## src/decrc_regs.svh

```systemverilog
// Register offsets, field positions and reset values of the display top control bank.
// Included by the package and decrc_top; holds definitions only.
`ifndef DECRC_REGS_SVH
`define DECRC_REGS_SVH

`define DECRC_OFF_CORE_CLOCK_GATE      12'h000
`define DECRC_OFF_BUS_CLOCK_GATE       12'h004
`define DECRC_OFF_RESET_RELEASE        12'h008
`define DECRC_OFF_CLOCK_DIVIDER        12'h00C
`define DECRC_OFF_OUTPUT_ROUTE         12'h010
`define DECRC_OFF_DRAM_CMD_DEPTH       12'h014
`define DECRC_OFF_DEINTERLACE_SEL      12'h01C

`define DECRC_RESET_VALUE              32'h0000_0000

`define DECRC_UNIT_FIRST               0
`define DECRC_UNIT_SECOND              1
`define DECRC_UNIT_WB                  2
`define DECRC_UNIT_ROT                 3

`define DECRC_DIV_FIELD_W              4
`define DECRC_CMD_WB_LSB               16
`define DECRC_CMD_SECOND_LSB           4
`define DECRC_CMD_FIRST_LSB            0
`define DECRC_DI_SECOND_BIT            4
`define DECRC_DI_FIRST_BIT             0
`define DECRC_ROUTE_SWAP_BIT           0

`define DECRC_ENGINE_BASE              32'h0100_0000
`define DECRC_WIN_TOP                  24'h00_0000
`define DECRC_WIN_WB                   24'h01_0000
`define DECRC_WIN_ROT                  24'h02_0000
`define DECRC_WIN_DI                   24'h03_0000
`define DECRC_WIN_FIRST                24'h10_0000
`define DECRC_WIN_SECOND               24'h20_0000
`define DECRC_SIZE_64K                 24'h01_0000
`define DECRC_SIZE_128K                24'h02_0000
`define DECRC_SIZE_1M                  24'h10_0000

`endif

```

## src/decrc_pkg.sv

```systemverilog
// Types shared by the display top control bank modules.
// Assumes decrc_regs.svh is on the include path.
`include "decrc_regs.svh"

package decrc_pkg;

    // Sub-region selected by an engine address.
    typedef enum logic [2:0] {
        DECRC_REGION_NONE   = 3'b000,
        DECRC_REGION_TOP    = 3'b001,
        DECRC_REGION_WB     = 3'b010,
        DECRC_REGION_ROT    = 3'b011,
        DECRC_REGION_DI     = 3'b100,
        DECRC_REGION_FIRST  = 3'b101,
        DECRC_REGION_SECOND = 3'b110
    } decrc_region_t;

endpackage : decrc_pkg

```

## src/decrc_clk_div.sv

```systemverilog
// One divided-rate enable for a sub-unit processing clock.
// Assumes a single clock; the output is a one-cycle enable pulse every (div+1) cycles.
`timescale 1ns/10ps
`default_nettype none

module decrc_clk_div #(
    parameter int DIV_W = 4
) (
    input  wire logic             core_clk_i,
    input  wire logic             srst_i,
    input  wire logic [DIV_W-1:0] div_i,
    input  wire logic             run_i,
    output logic                  tick_o
);

    logic [DIV_W-1:0] cnt_reg;
    logic [DIV_W-1:0] cnt_next;
    logic             tick_reg;
    logic             tick_next;

    always_comb begin
        cnt_next  = cnt_reg;
        tick_next = 1'b0;
        if (!run_i) begin
            cnt_next = '0;
        end else if (cnt_reg >= div_i) begin
            // Shrinking the field mid-count restarts cleanly instead of wrapping.
            cnt_next  = '0;
            tick_next = 1'b1;
        end else begin
            cnt_next = cnt_reg + 1'b1;
        end
    end

    always_ff @(posedge core_clk_i) begin
        if (srst_i) begin
            cnt_reg  <= '0;
            tick_reg <= 1'b0;
        end else begin
            cnt_reg  <= cnt_next;
            tick_reg <= tick_next;
        end
    end

    assign tick_o = tick_reg;

endmodule : decrc_clk_div

`default_nettype wire

```

## src/decrc_addr_decode.sv

```systemverilog
// Decodes an engine bus address into the sub-region that owns it.
// Assumes the address is already registered in the caller's clock domain.
`timescale 1ns/10ps
`default_nettype none

module decrc_addr_decode
    import decrc_pkg::*;
#(
    parameter bit HAS_ROTATOR = 1'b1
) (
    input  wire logic [31:0] addr_i,
    output decrc_region_t    region_o
);

    function automatic logic in_win(input logic [23:0] off,
                                    input logic [23:0] base,
                                    input logic [23:0] size);
        in_win = (off >= base) && (off < (base + size));
    endfunction : in_win

    logic [23:0] off;
    logic        in_engine;

    // The engine owns a 4M base region; the low 24 bits are the offset in it.
    assign in_engine = (addr_i[31:22] == 10'(`DECRC_ENGINE_BASE >> 22));
    assign off       = addr_i[23:0];

    always_comb begin
        region_o = DECRC_REGION_NONE;
        if (in_engine) begin
            if (in_win(off, `DECRC_WIN_TOP, `DECRC_SIZE_64K)) begin
                region_o = DECRC_REGION_TOP;
            end else if (in_win(off, `DECRC_WIN_WB, `DECRC_SIZE_64K)) begin
                region_o = DECRC_REGION_WB;
            end else if (HAS_ROTATOR && in_win(off, `DECRC_WIN_ROT, `DECRC_SIZE_64K)) begin
                region_o = DECRC_REGION_ROT;
            end else if (HAS_ROTATOR && in_win(off, `DECRC_WIN_DI, `DECRC_SIZE_128K)) begin
                region_o = DECRC_REGION_DI;
            end else if (in_win(off, `DECRC_WIN_FIRST, `DECRC_SIZE_1M)) begin
                region_o = DECRC_REGION_FIRST;
            end else if (in_win(off, `DECRC_WIN_SECOND, `DECRC_SIZE_1M)) begin
                region_o = DECRC_REGION_SECOND;
            end else begin
                region_o = DECRC_REGION_NONE;
            end
        end
    end

endmodule : decrc_addr_decode

`default_nettype wire

```

## src/decrc_top.sv

```systemverilog
// Top control register bank of the display composition engine: clock gates,
// sub-unit reset release, clock dividers, output routing, DRAM command depth
// and deinterlace source select.
// Assumes a single bus clock and a plain strobe register port on the same clock.
`timescale 1ns/10ps
`default_nettype none
`include "decrc_regs.svh"

// Functional notes
// - processing clock gate per unit, 1 passes
// - bus clock gate per unit, 1 passes
// - reset bit 0 holds unit, 1 releases
// - four 4-bit divider fields, upper reserved
// - route bit swaps compositors between controllers
// - command depth fields allow about N+2
// - deinterlace bit picks scaler input source
// - engine address windows decoded per sub-unit
// - reduced variant drops rotator and extras
module decrc_top
    import decrc_pkg::*;
#(
    parameter bit HAS_ROTATOR = 1'b1,
    parameter int DIV_W       = `DECRC_DIV_FIELD_W
) (
    input  wire logic        core_clk_i,
    input  wire logic        srst_i,
    input  wire logic [11:0] reg_addr_i,
    input  wire logic [31:0] reg_wdata_i,
    input  wire logic        reg_wr_i,
    input  wire logic        reg_rd_i,
    output logic      [31:0] reg_rdata_o,
    input  wire logic [31:0] eng_addr_i,
    output decrc_region_t    eng_region_o,
    output logic      [3:0]  proc_clock_en_o,
    output logic      [3:0]  bus_clock_pass_o,
    output logic      [3:0]  reset_release_o,
    output logic             timing_controller_a_src_o,
    output logic             timing_controller_b_src_o,
    output logic      [3:0]  first_compositor_command_depth_o,
    output logic      [3:0]  second_compositor_command_depth_o,
    output logic      [3:0]  writeback_command_depth_o,
    output logic             first_compositor_deinterlace_select_o,
    output logic             second_compositor_deinterlace_select_o
);

    // =========================================================================
    // Field masks per variant
    // =========================================================================
    localparam logic [3:0]  UNIT_MASK = HAS_ROTATOR ? 4'hF : 4'h7;
    localparam logic [31:0] GATE_MASK = {28'h0, UNIT_MASK};
    localparam logic [31:0] DIV_MASK  = HAS_ROTATOR ? 32'h0000_FFFF : 32'h0000_0FFF;
    localparam logic [31:0] ROUTE_MASK = 32'h0000_0001;
    localparam logic [31:0] CMD_MASK  = 32'h000F_00FF;
    localparam logic [31:0] DI_MASK   = 32'h0000_0011;

    // =========================================================================
    // Register state
    // =========================================================================
    logic [31:0] core_clock_gate_reg;
    logic [31:0] core_clock_gate_next;
    logic [31:0] bus_clock_gate_reg;
    logic [31:0] bus_clock_gate_next;
    logic [31:0] subunit_reset_release_reg;
    logic [31:0] subunit_reset_release_next;
    logic [31:0] core_clock_divider_reg;
    logic [31:0] core_clock_divider_next;
    logic [31:0] output_route_select_reg;
    logic [31:0] output_route_select_next;
    logic [31:0] dram_command_depth_reg;
    logic [31:0] dram_command_depth_next;
    logic [31:0] deinterlace_source_select_reg;
    logic [31:0] deinterlace_source_select_next;
    logic [31:0] rdata_reg;
    logic [31:0] rdata_next;

    always_comb begin
        core_clock_gate_next           = core_clock_gate_reg;
        bus_clock_gate_next            = bus_clock_gate_reg;
        subunit_reset_release_next     = subunit_reset_release_reg;
        core_clock_divider_next        = core_clock_divider_reg;
        output_route_select_next       = output_route_select_reg;
        dram_command_depth_next        = dram_command_depth_reg;
        deinterlace_source_select_next = deinterlace_source_select_reg;
        if (reg_wr_i) begin
            case (reg_addr_i)
                `DECRC_OFF_CORE_CLOCK_GATE: begin
                    core_clock_gate_next = reg_wdata_i & GATE_MASK;
                end
                `DECRC_OFF_BUS_CLOCK_GATE: begin
                    bus_clock_gate_next = reg_wdata_i & GATE_MASK;
                end
                `DECRC_OFF_RESET_RELEASE: begin
                    subunit_reset_release_next = reg_wdata_i & GATE_MASK;
                end
                `DECRC_OFF_CLOCK_DIVIDER: begin
                    core_clock_divider_next = reg_wdata_i & DIV_MASK;
                end
                `DECRC_OFF_OUTPUT_ROUTE: begin
                    output_route_select_next = reg_wdata_i & ROUTE_MASK;
                end
                `DECRC_OFF_DRAM_CMD_DEPTH: begin
                    if (HAS_ROTATOR) begin
                        dram_command_depth_next = reg_wdata_i & CMD_MASK;
                    end
                end
                `DECRC_OFF_DEINTERLACE_SEL: begin
                    if (HAS_ROTATOR) begin
                        deinterlace_source_select_next = reg_wdata_i & DI_MASK;
                    end
                end
                default: begin
                    core_clock_gate_next = core_clock_gate_reg;
                end
            endcase
        end
    end

    // Read data is valid only in the cycle after the strobe; zero otherwise.
    always_comb begin
        rdata_next = 32'h0000_0000;
        if (reg_rd_i) begin
            case (reg_addr_i)
                `DECRC_OFF_CORE_CLOCK_GATE:   rdata_next = core_clock_gate_reg;
                `DECRC_OFF_BUS_CLOCK_GATE:    rdata_next = bus_clock_gate_reg;
                `DECRC_OFF_RESET_RELEASE:     rdata_next = subunit_reset_release_reg;
                `DECRC_OFF_CLOCK_DIVIDER:     rdata_next = core_clock_divider_reg;
                `DECRC_OFF_OUTPUT_ROUTE:      rdata_next = output_route_select_reg;
                `DECRC_OFF_DRAM_CMD_DEPTH:    rdata_next = dram_command_depth_reg;
                `DECRC_OFF_DEINTERLACE_SEL:   rdata_next = deinterlace_source_select_reg;
                default:                      rdata_next = 32'h0000_0000;
            endcase
        end
    end

    always_ff @(posedge core_clk_i) begin
        if (srst_i) begin
            core_clock_gate_reg           <= `DECRC_RESET_VALUE;
            bus_clock_gate_reg            <= `DECRC_RESET_VALUE;
            subunit_reset_release_reg     <= `DECRC_RESET_VALUE;
            core_clock_divider_reg        <= `DECRC_RESET_VALUE;
            output_route_select_reg       <= `DECRC_RESET_VALUE;
            dram_command_depth_reg        <= `DECRC_RESET_VALUE;
            deinterlace_source_select_reg <= `DECRC_RESET_VALUE;
            rdata_reg                     <= 32'h0000_0000;
        end else begin
            core_clock_gate_reg           <= core_clock_gate_next;
            bus_clock_gate_reg            <= bus_clock_gate_next;
            subunit_reset_release_reg     <= subunit_reset_release_next;
            core_clock_divider_reg        <= core_clock_divider_next;
            output_route_select_reg       <= output_route_select_next;
            dram_command_depth_reg        <= dram_command_depth_next;
            deinterlace_source_select_reg <= deinterlace_source_select_next;
            rdata_reg                     <= rdata_next;
        end
    end

    assign reg_rdata_o = rdata_reg;

    // =========================================================================
    // Divided processing-clock enables
    // =========================================================================
    logic [3:0] tick;

    for (genvar u = 0; u < 4; u++) begin : g_div
        decrc_clk_div #(
            .DIV_W (DIV_W)
        ) u_div (
            .core_clk_i (core_clk_i),
            .srst_i     (srst_i),
            .div_i      (core_clock_divider_reg[u*4 +: DIV_W]),
            .run_i      (core_clock_gate_reg[u]),
            .tick_o     (tick[u])
        );
    end

    // =========================================================================
    // Registered control outputs
    // =========================================================================
    logic [3:0]    proc_en_reg;
    logic [3:0]    proc_en_next;
    logic [3:0]    bus_pass_reg;
    logic [3:0]    release_reg;
    logic          route_a_reg;
    logic          route_b_reg;
    logic [3:0]    cmd_first_reg;
    logic [3:0]    cmd_second_reg;
    logic [3:0]    cmd_wb_reg;
    logic          di_first_reg;
    logic          di_second_reg;
    decrc_region_t region_comb;
    decrc_region_t region_reg;
    logic          swap;

    assign swap = output_route_select_reg[`DECRC_ROUTE_SWAP_BIT];

    always_comb begin
        proc_en_next = tick & core_clock_gate_reg[3:0] & UNIT_MASK;
    end

    decrc_addr_decode #(
        .HAS_ROTATOR (HAS_ROTATOR)
    ) u_decode (
        .addr_i   (eng_addr_i),
        .region_o (region_comb)
    );

    always_ff @(posedge core_clk_i) begin
        if (srst_i) begin
            proc_en_reg    <= 4'h0;
            bus_pass_reg   <= 4'h0;
            release_reg    <= 4'h0;
            route_a_reg    <= 1'b0;
            route_b_reg    <= 1'b1;
            cmd_first_reg  <= 4'h0;
            cmd_second_reg <= 4'h0;
            cmd_wb_reg     <= 4'h0;
            di_first_reg   <= 1'b0;
            di_second_reg  <= 1'b0;
            region_reg     <= DECRC_REGION_NONE;
        end else begin
            proc_en_reg    <= proc_en_next;
            bus_pass_reg   <= bus_clock_gate_reg[3:0];
            release_reg    <= subunit_reset_release_reg[3:0];
            route_a_reg    <= swap;
            route_b_reg    <= ~swap;
            cmd_first_reg  <= dram_command_depth_reg[`DECRC_CMD_FIRST_LSB +: 4];
            cmd_second_reg <= dram_command_depth_reg[`DECRC_CMD_SECOND_LSB +: 4];
            cmd_wb_reg     <= dram_command_depth_reg[`DECRC_CMD_WB_LSB +: 4];
            di_first_reg   <= deinterlace_source_select_reg[`DECRC_DI_FIRST_BIT];
            di_second_reg  <= deinterlace_source_select_reg[`DECRC_DI_SECOND_BIT];
            region_reg     <= region_comb;
        end
    end

    assign proc_clock_en_o                        = proc_en_reg;
    assign bus_clock_pass_o                       = bus_pass_reg;
    assign reset_release_o                        = release_reg;
    assign timing_controller_a_src_o              = route_a_reg;
    assign timing_controller_b_src_o              = route_b_reg;
    assign first_compositor_command_depth_o       = cmd_first_reg;
    assign second_compositor_command_depth_o      = cmd_second_reg;
    assign writeback_command_depth_o              = cmd_wb_reg;
    assign first_compositor_deinterlace_select_o  = di_first_reg;
    assign second_compositor_deinterlace_select_o = di_second_reg;
    assign eng_region_o                           = region_reg;

endmodule : decrc_top

`default_nettype wire

```

## config.mk

```make
export PLATFORM = sky130hd
export DESIGN_NAME = decrc_top
export DESIGN_NICKNAME = d
export VERILOG_FILES = /design/src/decrc_pkg.sv /design/src/decrc_clk_div.sv /design/src/decrc_addr_decode.sv /design/src/decrc_top.sv
export VERILOG_INCLUDE_DIRS = /design/src
export SDC_FILE = /design/constraint.sdc
export NUM_CORES = 1
export LEC_CHECK = 0
export ABC_AREA = 1
export BUFFER_PORTS_ARGS = -buffer_cell sky130_fd_sc_hd__buf_2
export CORE_ASPECT_RATIO = 0.8
export CORE_MARGIN = 2
export CORE_UTILIZATION = 45
export CTS_CLUSTER_SIZE = 25
export DETAILED_ROUTE_END_ITERATION = 10
export HOLD_SLACK_MARGIN = 0.06
export PLACE_DENSITY = 0.71
export SYNTH_ARGS = -nofsm -noshare
export SYNTH_HDL_FRONTEND = slang
export SYNTH_HIERARCHICAL = 1
export SYNTH_SLANG_ARGS = --single-unit
export TNS_END_PERCENT = 1
```

## constraint.sdc

```tcl
create_clock -name core_clk_i -period 2.5 [get_ports core_clk_i]
set_input_delay 0.5 -clock core_clk_i [delete_from_list [all_inputs] [get_ports core_clk_i]]
set_output_delay 0.5 -clock core_clk_i [all_outputs]
set_load 0.02 [all_outputs]
```

### Yosys cells after proc, flatten, opt, wreduce, memory -nomap -nowiden

Cells that the tools add are included.

* bitwise gates (word level): 8
* reduce and logical (&&, ||, !) cells: 26
* multiplexer cells: 11
* eq/ne operators: 7
* $lt $le $gt $ge: 16
* add/subtract/negate cells: 4

Operators by type and width (count)
* one-hot mux 20 bit (7 select lines): 1
* >= comparator 24 x 18 -> 1 bit, second input constant: 2
* less-than comparator 24 x 18 -> 1 bit, second input constant: 2
* less-than comparator 24 x 22 -> 1 bit, second input constant: 2
* equality test 12 x 5 -> 1 bit, second input constant: 3
* equality test 12 x 4 -> 1 bit, second input constant: 2
* >= comparator 24 x 1 -> 1 bit, second input constant: 1
* >= comparator 24 x 17 -> 1 bit, second input constant: 1
* >= comparator 24 x 21 -> 1 bit, second input constant: 1
* >= comparator 24 x 22 -> 1 bit, second input constant: 1
* less-than comparator 24 x 17 -> 1 bit, second input constant: 1
* less-than comparator 24 x 19 -> 1 bit, second input constant: 1
* adder 4 x 1 -> 4 bit, second input constant: 4
* >= comparator 4 bit: 4
* OR reduction 3 bit: 5
* AND reduction 2 bit: 7
* equality test 12 x 3 -> 1 bit, second input constant: 1
* zero test 12 bit: 1
* OR reduction 2 bit: 6
* equality test 10 x 3 -> 1 bit, second input constant: 1
* 2-to-1 mux 3 bit: 3
* inverter 1 bit: 7
* logical AND 1 bit: 6
* 2-to-1 mux 1 bit: 5
* 3 further kinds: 4

* logic and storage cells: 101
* bits of input ports: 80
* register bits: 126
* output and inout bits: 63

### Depth between registers and ports, before layout

Gate-level depths: netlist of the first run.

* depth after elaboration: 8
* mapped depth: 10
* gate-level depth less buffers: 9

### Modules after synthesis

Netlist of the first run, hierarchy kept.

Modules (own cells, without submodules)
* decrc_top: cells each 434, area each 3450.8 um^2, times used 1, sequential area each 1881.8 um^2
* decrc_clk_div: cells each 39, area each 315.3 um^2, times used 4, sequential area each 100.1 um^2
* decrc_addr_decode: cells each 49, area each 247.7 um^2, times used 1, sequential area each 0.0 um^2

### Worst setup path before layout of the first run

Ideal clock, no wire load.

* kind: input -> register
* from: input port reg_addr_i[11]
* to: register core_clock_divider_reg[10]
* setup time: 119 ps
* cell stages on the path: 7
* required time: 2381 ps
* arrival: 1349 ps
* buffers on the path: 1
* slack: 1032 ps
* cell sequence: nor2_1 nand2_2 nor2_4 nand3_2 clkbuf_1 o21ai_0 a21oi_1

* cells in the longest elaborated chain, start to end: 2

Ends and longest elaborated chain
* from (decl): RTL line decrc_top.sv:27 `input wire logic [11:0] reg_addr_i,`
* equality test 12 x 4 -> 1 bit: RTL line decrc_top.sv:85 `case (reg_addr_i)`
* AND reduction 2 bit (no line)
* to (signal assigned): RTL line decrc_top.sv:140 `` core_clock_divider_reg <= `DECRC_RESET_VALUE; ``
* to (signal assigned): RTL line decrc_top.sv:149 `core_clock_divider_reg <= core_clock_divider_next;`
* to (decl): RTL line decrc_top.sv:65 `logic [31:0] core_clock_divider_reg;`

Every way passes these cells.
A chain may end at the register's enable or synchronous reset.

### Worst setup path after layout of the first run

* from: input port reg_addr_i[9]
* to: register bus_clock_gate_reg[0]

* cells in the longest elaborated chain, start to end: 2

Ends and longest elaborated chain
* equality test 12 x 3 -> 1 bit: RTL line decrc_top.sv:85
* AND reduction 2 bit (no line)
* to (signal assigned): RTL line decrc_top.sv:138 `` bus_clock_gate_reg <= `DECRC_RESET_VALUE; ``
* to (signal assigned): RTL line decrc_top.sv:147 `bus_clock_gate_reg <= bus_clock_gate_next;`
* to (decl): RTL line decrc_top.sv:61 `logic [31:0] bus_clock_gate_reg;`

Every way passes these cells.

==> impl_metrics.ini, run 1 <==
[setup_path]
crit_type = primary input to register
crit_cells = 7
cp_num_buf_inv = 1
crit_path_max_incr_delay_ps = 430
crit_path_max_fanout = 17
crit_chain = buf_2 > nor2_1 > nand2_2 > nor2_4 > nand3_1 > o21ai_0 > a21oi_1
critical_path_required_ps = 2780
end_kind = register
cpLargestDelayFamily = simple AND/OR/NAND/NOR gates
crit_path_start_kind = primary input
rr_worst_depth = 7
crit_slowest_cell = nor2_4
critPathArrivalTime_ps = 2080

[yosys]
synth_seq_cells = 114
syn_avg_cell_area_sq_um = 7.76
yosys.area.top_type = dfxtp_1
yosysSeqAreaShare_pct = 46.0
synth_cell_types = 29
yosys-top-cells-area = dfxtp_1 (46%), nor2_1 (8.1%), inv_1 (7.6%), nand2_1 (5.8%), ha_1 (5.0%)
netlist_area_sq_um = 4960
synth_top_area_share_pct = 46.0
synth_warnings = 6
syn_inst = 639

[route]
route.detailed.drc = 0
vias = 4230
wl_met3_um = 608
route.met2.wl_mm = 5.28
drtAntennaViolNets = 0
maxUsedRoutingLayer = met4
drt-met1-wl_mm = 5.36
dr.pass1.iters = 4
avgViaCountPerCell = 4.68
drtIter0Drc = 261
avgRoutedWirePerCell_um = 12.6
wirelength_mm = 11.4

[final_layout]
syn2layout_area_growth_pct = 24.3
final_cell_mix = dfxtp_1 (114), nor2_1 (107), buf_2 (102)
final_nets = 848
finalNonFillerCells = 904
num_antenna_cells = 0
layout_commonest_cell = dfxtp_1
drive_gt1_share_pct = 26.1
largest_reg_flops = 20

[die]
die_width_um = 121
die-area_sq_um = 11900
rows = 34
ios = 143
die_h_um = 97.9
initial_core_util_pct = 45.9
coreArea_sq_um = 10800

[clocking]
post-cts-setup-buffer-count = 0
cts_hold_buf = 0
clk_latency_ps = 410
cts_tree = yes
ctsResizeCount = 0
h-tree-depth = 4
clk_pin_slew_ps = 50
cts_buffer_depth = 2
clock_sinks = 114
cts_buffers = 17
cts_root_buffer = clkbuf_16

[grt]
antenna_found_initial = 0
grt_pass1_wl_mm = 19.2
grt_max_degree = 44
grt_pass1_vias = 4148
gr-usage-all-layers_pct = 20.7
grt_overflow = 0

[timing]
tns_ps = 0
timing.final.crit_share_pct = 71.9
rsz0062_at_grt = no
skew_ps = 4.43
drv_slew = 0
clock.fmax_mhz = 557
maxSlewHeadroom_pct = 65.1
hold_viol = 0
min_period_ps = 1800
setup_viol = 0
worst_pin_slew_ps = 522

[placed_design]
gp_congestion = 0.833
port_buffers = 102
dpl.cell_count = 873
dp_hpwl_mm = 8.03

[min_path]
min_path_type = primary input to register
holdPathStages = 3

[power_and_ir_drop]
leakage_nw = 2.90
irDropWorstVdd_mv = 0.542
seq_power_share_pct = 40.9
p_per_area_nw_per_um2 = 722
internal_power_mw = 3.55
clockPowerShare_pct = 55.6
combinationalPowerShare_pct = 3.5
sw_frac_of_total_pct = 20.3
power_switching_uw = 902

[status]
status = complete, no violations

[job]
drv_cap = 0
layer usage:
metal	vias up	track usage [%]
met3	10	6.54
met4	0	7.52
li1	2178	-
met1	1927	26.7
met5	-	0
met2	115	32.6
stage by stage:
stage                     total power, mW  setup WS, ps  hold slack [ps]  instance area, sq um  utilization (%)
after floorplan                      1.95          1030              403                  5000                -
after global placement               2.01           474              417                  5560             51.4
after detailed placement             2.01           365              413                  5560             51.4
after CTS                            4.48           745              306                  6160             57.1
after global routing                 4.60           555              315                  6160             57.1
final                                4.45           704              322                  6160             57.1
worst reg2reg max path, stage by stage, from the launching register on:
cell and delay [ps]:
dfxtp_1 360, inv_1 50, ha_1 340, nand2_2 80, inv_2 40, nand2_2 60
nand4_2 130, nor2_1 120
path summary, 6_finish.rpt:
| path | from | to | slack [ps] |
|---|---|---|---|
| max | reg_addr_i[9] | bus_clock_gate_reg[0] | 700 |
| min | reg_wdata_i[19] | dram_command_depth_reg[19] | 320 |
| min reg2reg | g_div[3].u_div/tick_o | proc_clock_en_o[3] | 420 |
| max reg2reg | core_clock_divider_reg[3] | g_div[0].u_div/cnt_reg[0] | 1240 |
cell usage after synthesis:
cell type	number
nor3_1	14
inv_4	1
nand2_1	76
xnor2_1	4
buf_6	2
inv_2	12
nor2_8	2
buf_2	4
nand2_4	1
nor2_1	107
nand2_2	20
nor2_4	5
a21oi_1	33
inv_1	101
nor4_1	1
xor2_1	4
buf_4	12
clkbuf_1	9
ha_1	20
a21oi_2	1
nand4_2	4
nand3_2	5
nor2_2	9
a21oi_4	4
o21ai_1	2
o21ai_0	32
conb_1	1
nand3_1	39
dfxtp_1	114
area by class of cell:
class                      instances  area, sq um
sequential                       114         2280
fill                             996         4640
clock inverter                    10          159
multi-input combinational        395         2120
tap                              144          180
timing repair buffer             106          541
inverter                         114          430
clock buffer                      21          450
power groups by stage:
stage	logic, mW	registers, mW	clock network, mW
after floorplan	0.0938	1.86	0
after global placement	0.151	1.86	0
after detailed placement	0.155	1.86	0
after CTS	0.155	1.82	2.51
after global routing	0.174	1.82	2.61
final	0.156	1.82	2.48
kinds of logic after synthesis:
family	count (synthesis)	synth area share, %
adders and majority gates	20	5.05
AOI/OAI and AO/OA	72	8.25
DFF	114	46.0
xor gates and xnor gates	8	1.41
buffers and inverters	141	12.0
other	1	0.0756
and+or+nand+nor	283	27.2
Note: power is estimated with default switching activity, not from simulation.
==> inputs of run 2 (changes only) <==
- clock period: 2.5 -> 1.75 ns (I/O delays scaled with it)
==> run 2 against run 1 <==
Net effect:
- via count grew 2.7%
- non-clock buffer count up 11
- first-iteration DRC count is 13% lower
- wire length increased by 2.3%
- largest power group unchanged
- highest routed layer unchanged
==> impl_metrics.ini, run 2 (synthesis results as in run 1) <==
[power_and_ir_drop]
leakage_nw = 2.97
seq_power_share_pct = 41.0
irDropWorstVdd_mv = 0.865
clockPowerShare_pct = 55.3
internal_power_mw = 5.01
power_mw = 6.33
sw_frac_of_total_pct = 21.0
combinationalPowerShare_pct = 3.7
p_per_area_nw_per_um2 = 1010
power_switching_mw = 1.33

[min_path]
min_path_type = primary input to register

[clocking]
post-cts-setup-buffer-count = 0
cts_hold_buf = 0
cts_buffers = 17
clk_pin_slew_ps = 50
h-tree-depth = 4
clk_latency_ps = 410
cts_buffer_depth = 2
ctsResizeCount = 0
cts_root_buffer = clkbuf_16
cts_tree = yes
clock_sinks = 114

[route]
avgViaCountPerCell = 4.75
dr.pass1.iters = 5
drtAntennaViolNets = 0
drtIter0Drc = 228
vias = 4346
wirelength_mm = 11.7
route.detailed.drc = 0
avgRoutedWirePerCell_um = 12.8

[grt]
grt_overflow = 0
grt_pass1_vias = 4197
gr-usage-all-layers_pct = 21.0
antenna_found_initial = 0
grt_max_degree = 33
grt_pass1_wl_mm = 19.6

[final_layout]
syn2layout_area_growth_pct = 26.3
final_cell_mix = dfxtp_1 (114), nor2_1 (107), buf_2 (102)
final_nets = 859
drive_gt1_share_pct = 27.3
n_fill_cell = 964
largest_reg_flops = 20
layout_commonest_cell = dfxtp_1
stdcell_area_sq_um = 6260
num_antenna_cells = 0

[timing]
drv_slew = 0
setup_viol = 0
timing.final.crit_share_pct = 76.9
hold_viol = 0
rsz0062_at_grt = no
min_period_ps = 1350
clock.fmax_mhz = 743
whs_ps = 169
skew_ps = 7.50
tns_ps = 0

[setup_path]
critPathArrivalTime_ps = 1640
crit_type = primary input to register
crit_path_start_kind = primary input
crit_chain = buf_2 > nor2_1 > nand2_2 > nor2_4 > buf_4 > nand3_1 > o21ai_0 > a21oi_1
rrSetupSlack_ps = 500
critical_path_required_ps = 2040
crit_path_max_incr_delay_ps = 260
crit_path_max_fanout = 8
crit_slowest_cell = o21ai_0
end_kind = register

[job]
drv_cap = 0

[status]
status = complete, no violations

[die]
initial_core_util_pct = 45.9
coreArea_sq_um = 10800
die_h_um = 97.9
die-area_sq_um = 11900
ios = 143
rows = 34
die_width_um = 121

[placed_design]
port_buffers = 102
dp_hpwl_mm = 8.53
placed_cell_area_sq_um = 5660
gp_congestion = 0.843
[run 2: changes by cell type in the layout (fill, tap and decap cells not counted)]
cell        delta
clkbuf_1       -2
bufinv_16      -1
inv_6          +1
clkinvlp_4     -1
buf_4          +9
clkbuf_8       +2
buf_12         +2
[run 2: area by class of cell]
class | count | area [sq um] | area share (%)
Inverter | 114 | 430 | 6.87
Clock inverter | 9 | 130 | 2.08
Sequential cell | 114 | 2280 | 36.4
Multi-Input combinational cell | 395 | 2120 | 33.9
Timing Repair Buffer | 117 | 648 | 10.3
Tap cell | 144 | 180 | 2.88
Clock buffer | 21 | 470 | 7.51
[run 2: layer usage]
layer	global-route usage, %	part of all wire (%)	vias to the layer above
met5	0	0	-
met4	8.40	1.4	0
met3	5.67	5.9	15
met2	33.4	47	136
met1	27.3	46	2005
li1	-	-	2190
[run 2: worst paths after layout]
path,from,end,cells after the start
max,reg_addr_i[9],bus_clock_gate_reg[1],8
min reg2reg,g_div[0].u_div/tick_o,proc_clock_en_o[0],2
min,reg_wdata_i[17],dram_command_depth_reg[17],3
max reg2reg,core_clock_divider_reg[15],g_div[3].u_div/cnt_reg[0],7
[run 2: worst max-delay path: cells and delay by family]
family | cells | cell delay (ps)
simple gates | 4 | 690
buf+inv | 2 | 280
compound gates | 2 | 320
[run 2: metrics by stage]
stage | setup WS [ps] | util, % | std cells
floorplan | 432 | - | 650
CTS | 416 | 58.0 | 914
global placement | 100 | 52.4 | 884
global route | 208 | 58.0 | 914
finish | 404 | 58.0 | 914
detailed placement | 37.5 | 52.4 | 884
[run 2: power groups by stage]
stage	registers (mW)	logic (mW)	clock network, mW
floorplan	2.65	0.134	0
global placement	2.65	0.223	0
detailed placement	2.65	0.230	0
CTS	2.60	0.232	3.53
global route	2.60	0.257	3.68
finish	2.60	0.232	3.50
==> inputs of run 3 (changes only) <==
- clock period: 1.75 -> 1.34 ns (I/O delays scaled with it)
==> run 3 against run 2 <==
Net effect:
- first-iteration DRC count up 3.5%
- non-clock buffer count up 14
- flip-flop and latch count unchanged
==> impl_metrics.ini, run 3 (synthesis results as in run 1) <==
[setup_path]
crit_chain = inv_1 > ha_1 > nand2_1 > inv_1 > nand2_2 > nand4_2 > nor2_1
crit_path_max_incr_delay_ps = 360
critical_path_required_ps = 1680
crit_path_max_fanout = 4
crit_type = register to register
rr_worst_depth = 7
crit_slowest_cell = dfxtp_1
r2r-start = core_clock_divider_reg[5]
end_kind = register
critPathMostFrequentCell = inv_1
r2r-end = g_div[1].u_div/cnt_reg[3]
critPathArrivalTime_ps = 1600
rrSetupSlack_ps = 80
crit_path_start_kind = register

[clocking]
cts_tree = yes
post-cts-setup-buffer-count = 0
clock_sinks = 114
cts_buffers = 17
cts_root_buffer = clkbuf_16
cts_buffer_depth = 2
clk_pin_slew_ps = 50
h-tree-depth = 4
clk_latency_ps = 410

[route]
avgViaCountPerCell = 4.67
avgRoutedWirePerCell_um = 12.6
dr.pass1.iters = 4
vias = 4341
wirelength_mm = 11.8
route.detailed.drc = 0
drtAntennaViolNets = 0
drtIter0Drc = 236

[die]
die-area_sq_um = 11900
ios = 143
rows = 34
initial_core_util_pct = 45.9
die_h_um = 97.9
die_width_um = 121
coreArea_sq_um = 10800

[final_layout]
final_cell_mix = dfxtp_1 (114), nor2_1 (105), buf_2 (102)
num_antenna_cells = 0
final_nets = 873
finalNonFillerCells = 930
layout_commonest_cell = dfxtp_1
largest_reg_flops = 20
drive_gt1_share_pct = 29.5
syn2layout_area_growth_pct = 30.9

[placed_design]
port_buffers = 102
gp_congestion = 0.830
dpl.cell_count = 898
dp_hpwl_mm = 8.57

[timing]
tns_ps = 0
skew_ps = 8.51
setup_viol = 0
drv_slew = 0
hold_viol = 0
min_period_ps = 1260
timing.final.crit_share_pct = 93.9
rsz0062_at_grt = yes
clock.fmax_mhz = 795

[power_and_ir_drop]
leakage_nw = 3.05
irDropWorstVdd_mv = 0.810
p_per_area_nw_per_um2 = 1320

[grt]
grt_pass1_vias = 4279
antenna_found_initial = 0
grt_pass1_wl_mm = 19.4
grt_max_degree = 35
grt_overflow = 0
gr-usage-all-layers_pct = 21.0

[min_path]
holdPathStages = 3
min_path_type = primary input to register
hold_path_end = dram_command_depth_reg[16]
min-delay-start = reg_wdata_i[16]

[job]
drv_cap = 0

[status]
status = complete, no violations
[run 3: layout make-up]
class	count	area, sq um
repair buffers	131	778
inverters	114	430
multi-input cells	395	2180
clock inverters	11	174
clock buffers	21	470
flip-flops and latches	114	2280
fillers	969	4310
well taps	144	180
[run 3: what timing repair did]
action / in CTS / in global routing
hold buffers: 0 / 0
gates resized for setup: 0 / 9
endpoints found under the setup margin: 0 / 14
endpoints found under the hold margin: 0 / 0
[run 3: critical path: cells and delay by family (launching register included)]
family	cells	cell delay [ps]
buf+inv	2	100
fa+ha+maj	1	300
flops	1	360
simple gates	4	420
[run 3: report_power, final]
group	switching, mW	total [mW]	internal (mW)
clock	1.61	4.88	3.27
combinational	0.207	0.329	0.122
sequential	0.000182	3.39	3.39
total	1.81	8.60	6.79
[run 3: per-stage QoR]
step	instance area, sq um	power [mW]	worst slack (ps)	utilization, %	hold slack (ps)
floorplan	5000	3.64	104	-	403
global route	6490	8.88	-26.8	60.1	102
detailed placement	5790	3.79	-335	53.6	412
finish	6490	8.60	82.0	60.1	92.2
CTS	6440	8.66	43.5	59.6	81.4
global placement	5790	3.78	-241	53.6	411
[run 3: metal layers]
metal	vias to the layer above	global-route usage (%)	part of all wire (%)
met3	18	6.54	7.1
met5	-	0	0
met4	0	7.52	1.6
met1	1959	26.2	45
met2	138	34.1	46
li1	2226	-	-
[run 3: how the worst max path moves through the flow]
stage	end	cells past startpoint	from	slack, ps
floorplan	core_clock_divider_reg[10]	7	reg_addr_i[11]	100
global placement	reg_rdata_o[3]	9	reg_addr_i[9]	-240
detailed placement	bus_clock_gate_reg[2]	8	reg_addr_i[9]	-340
CTS	g_div[1].u_div/cnt_reg[3]	7	core_clock_divider_reg[7]	40
global route	g_div[1].u_div/cnt_reg[3]	7	core_clock_divider_reg[5]	-30
finish	g_div[1].u_div/cnt_reg[3]	7	core_clock_divider_reg[5]	80
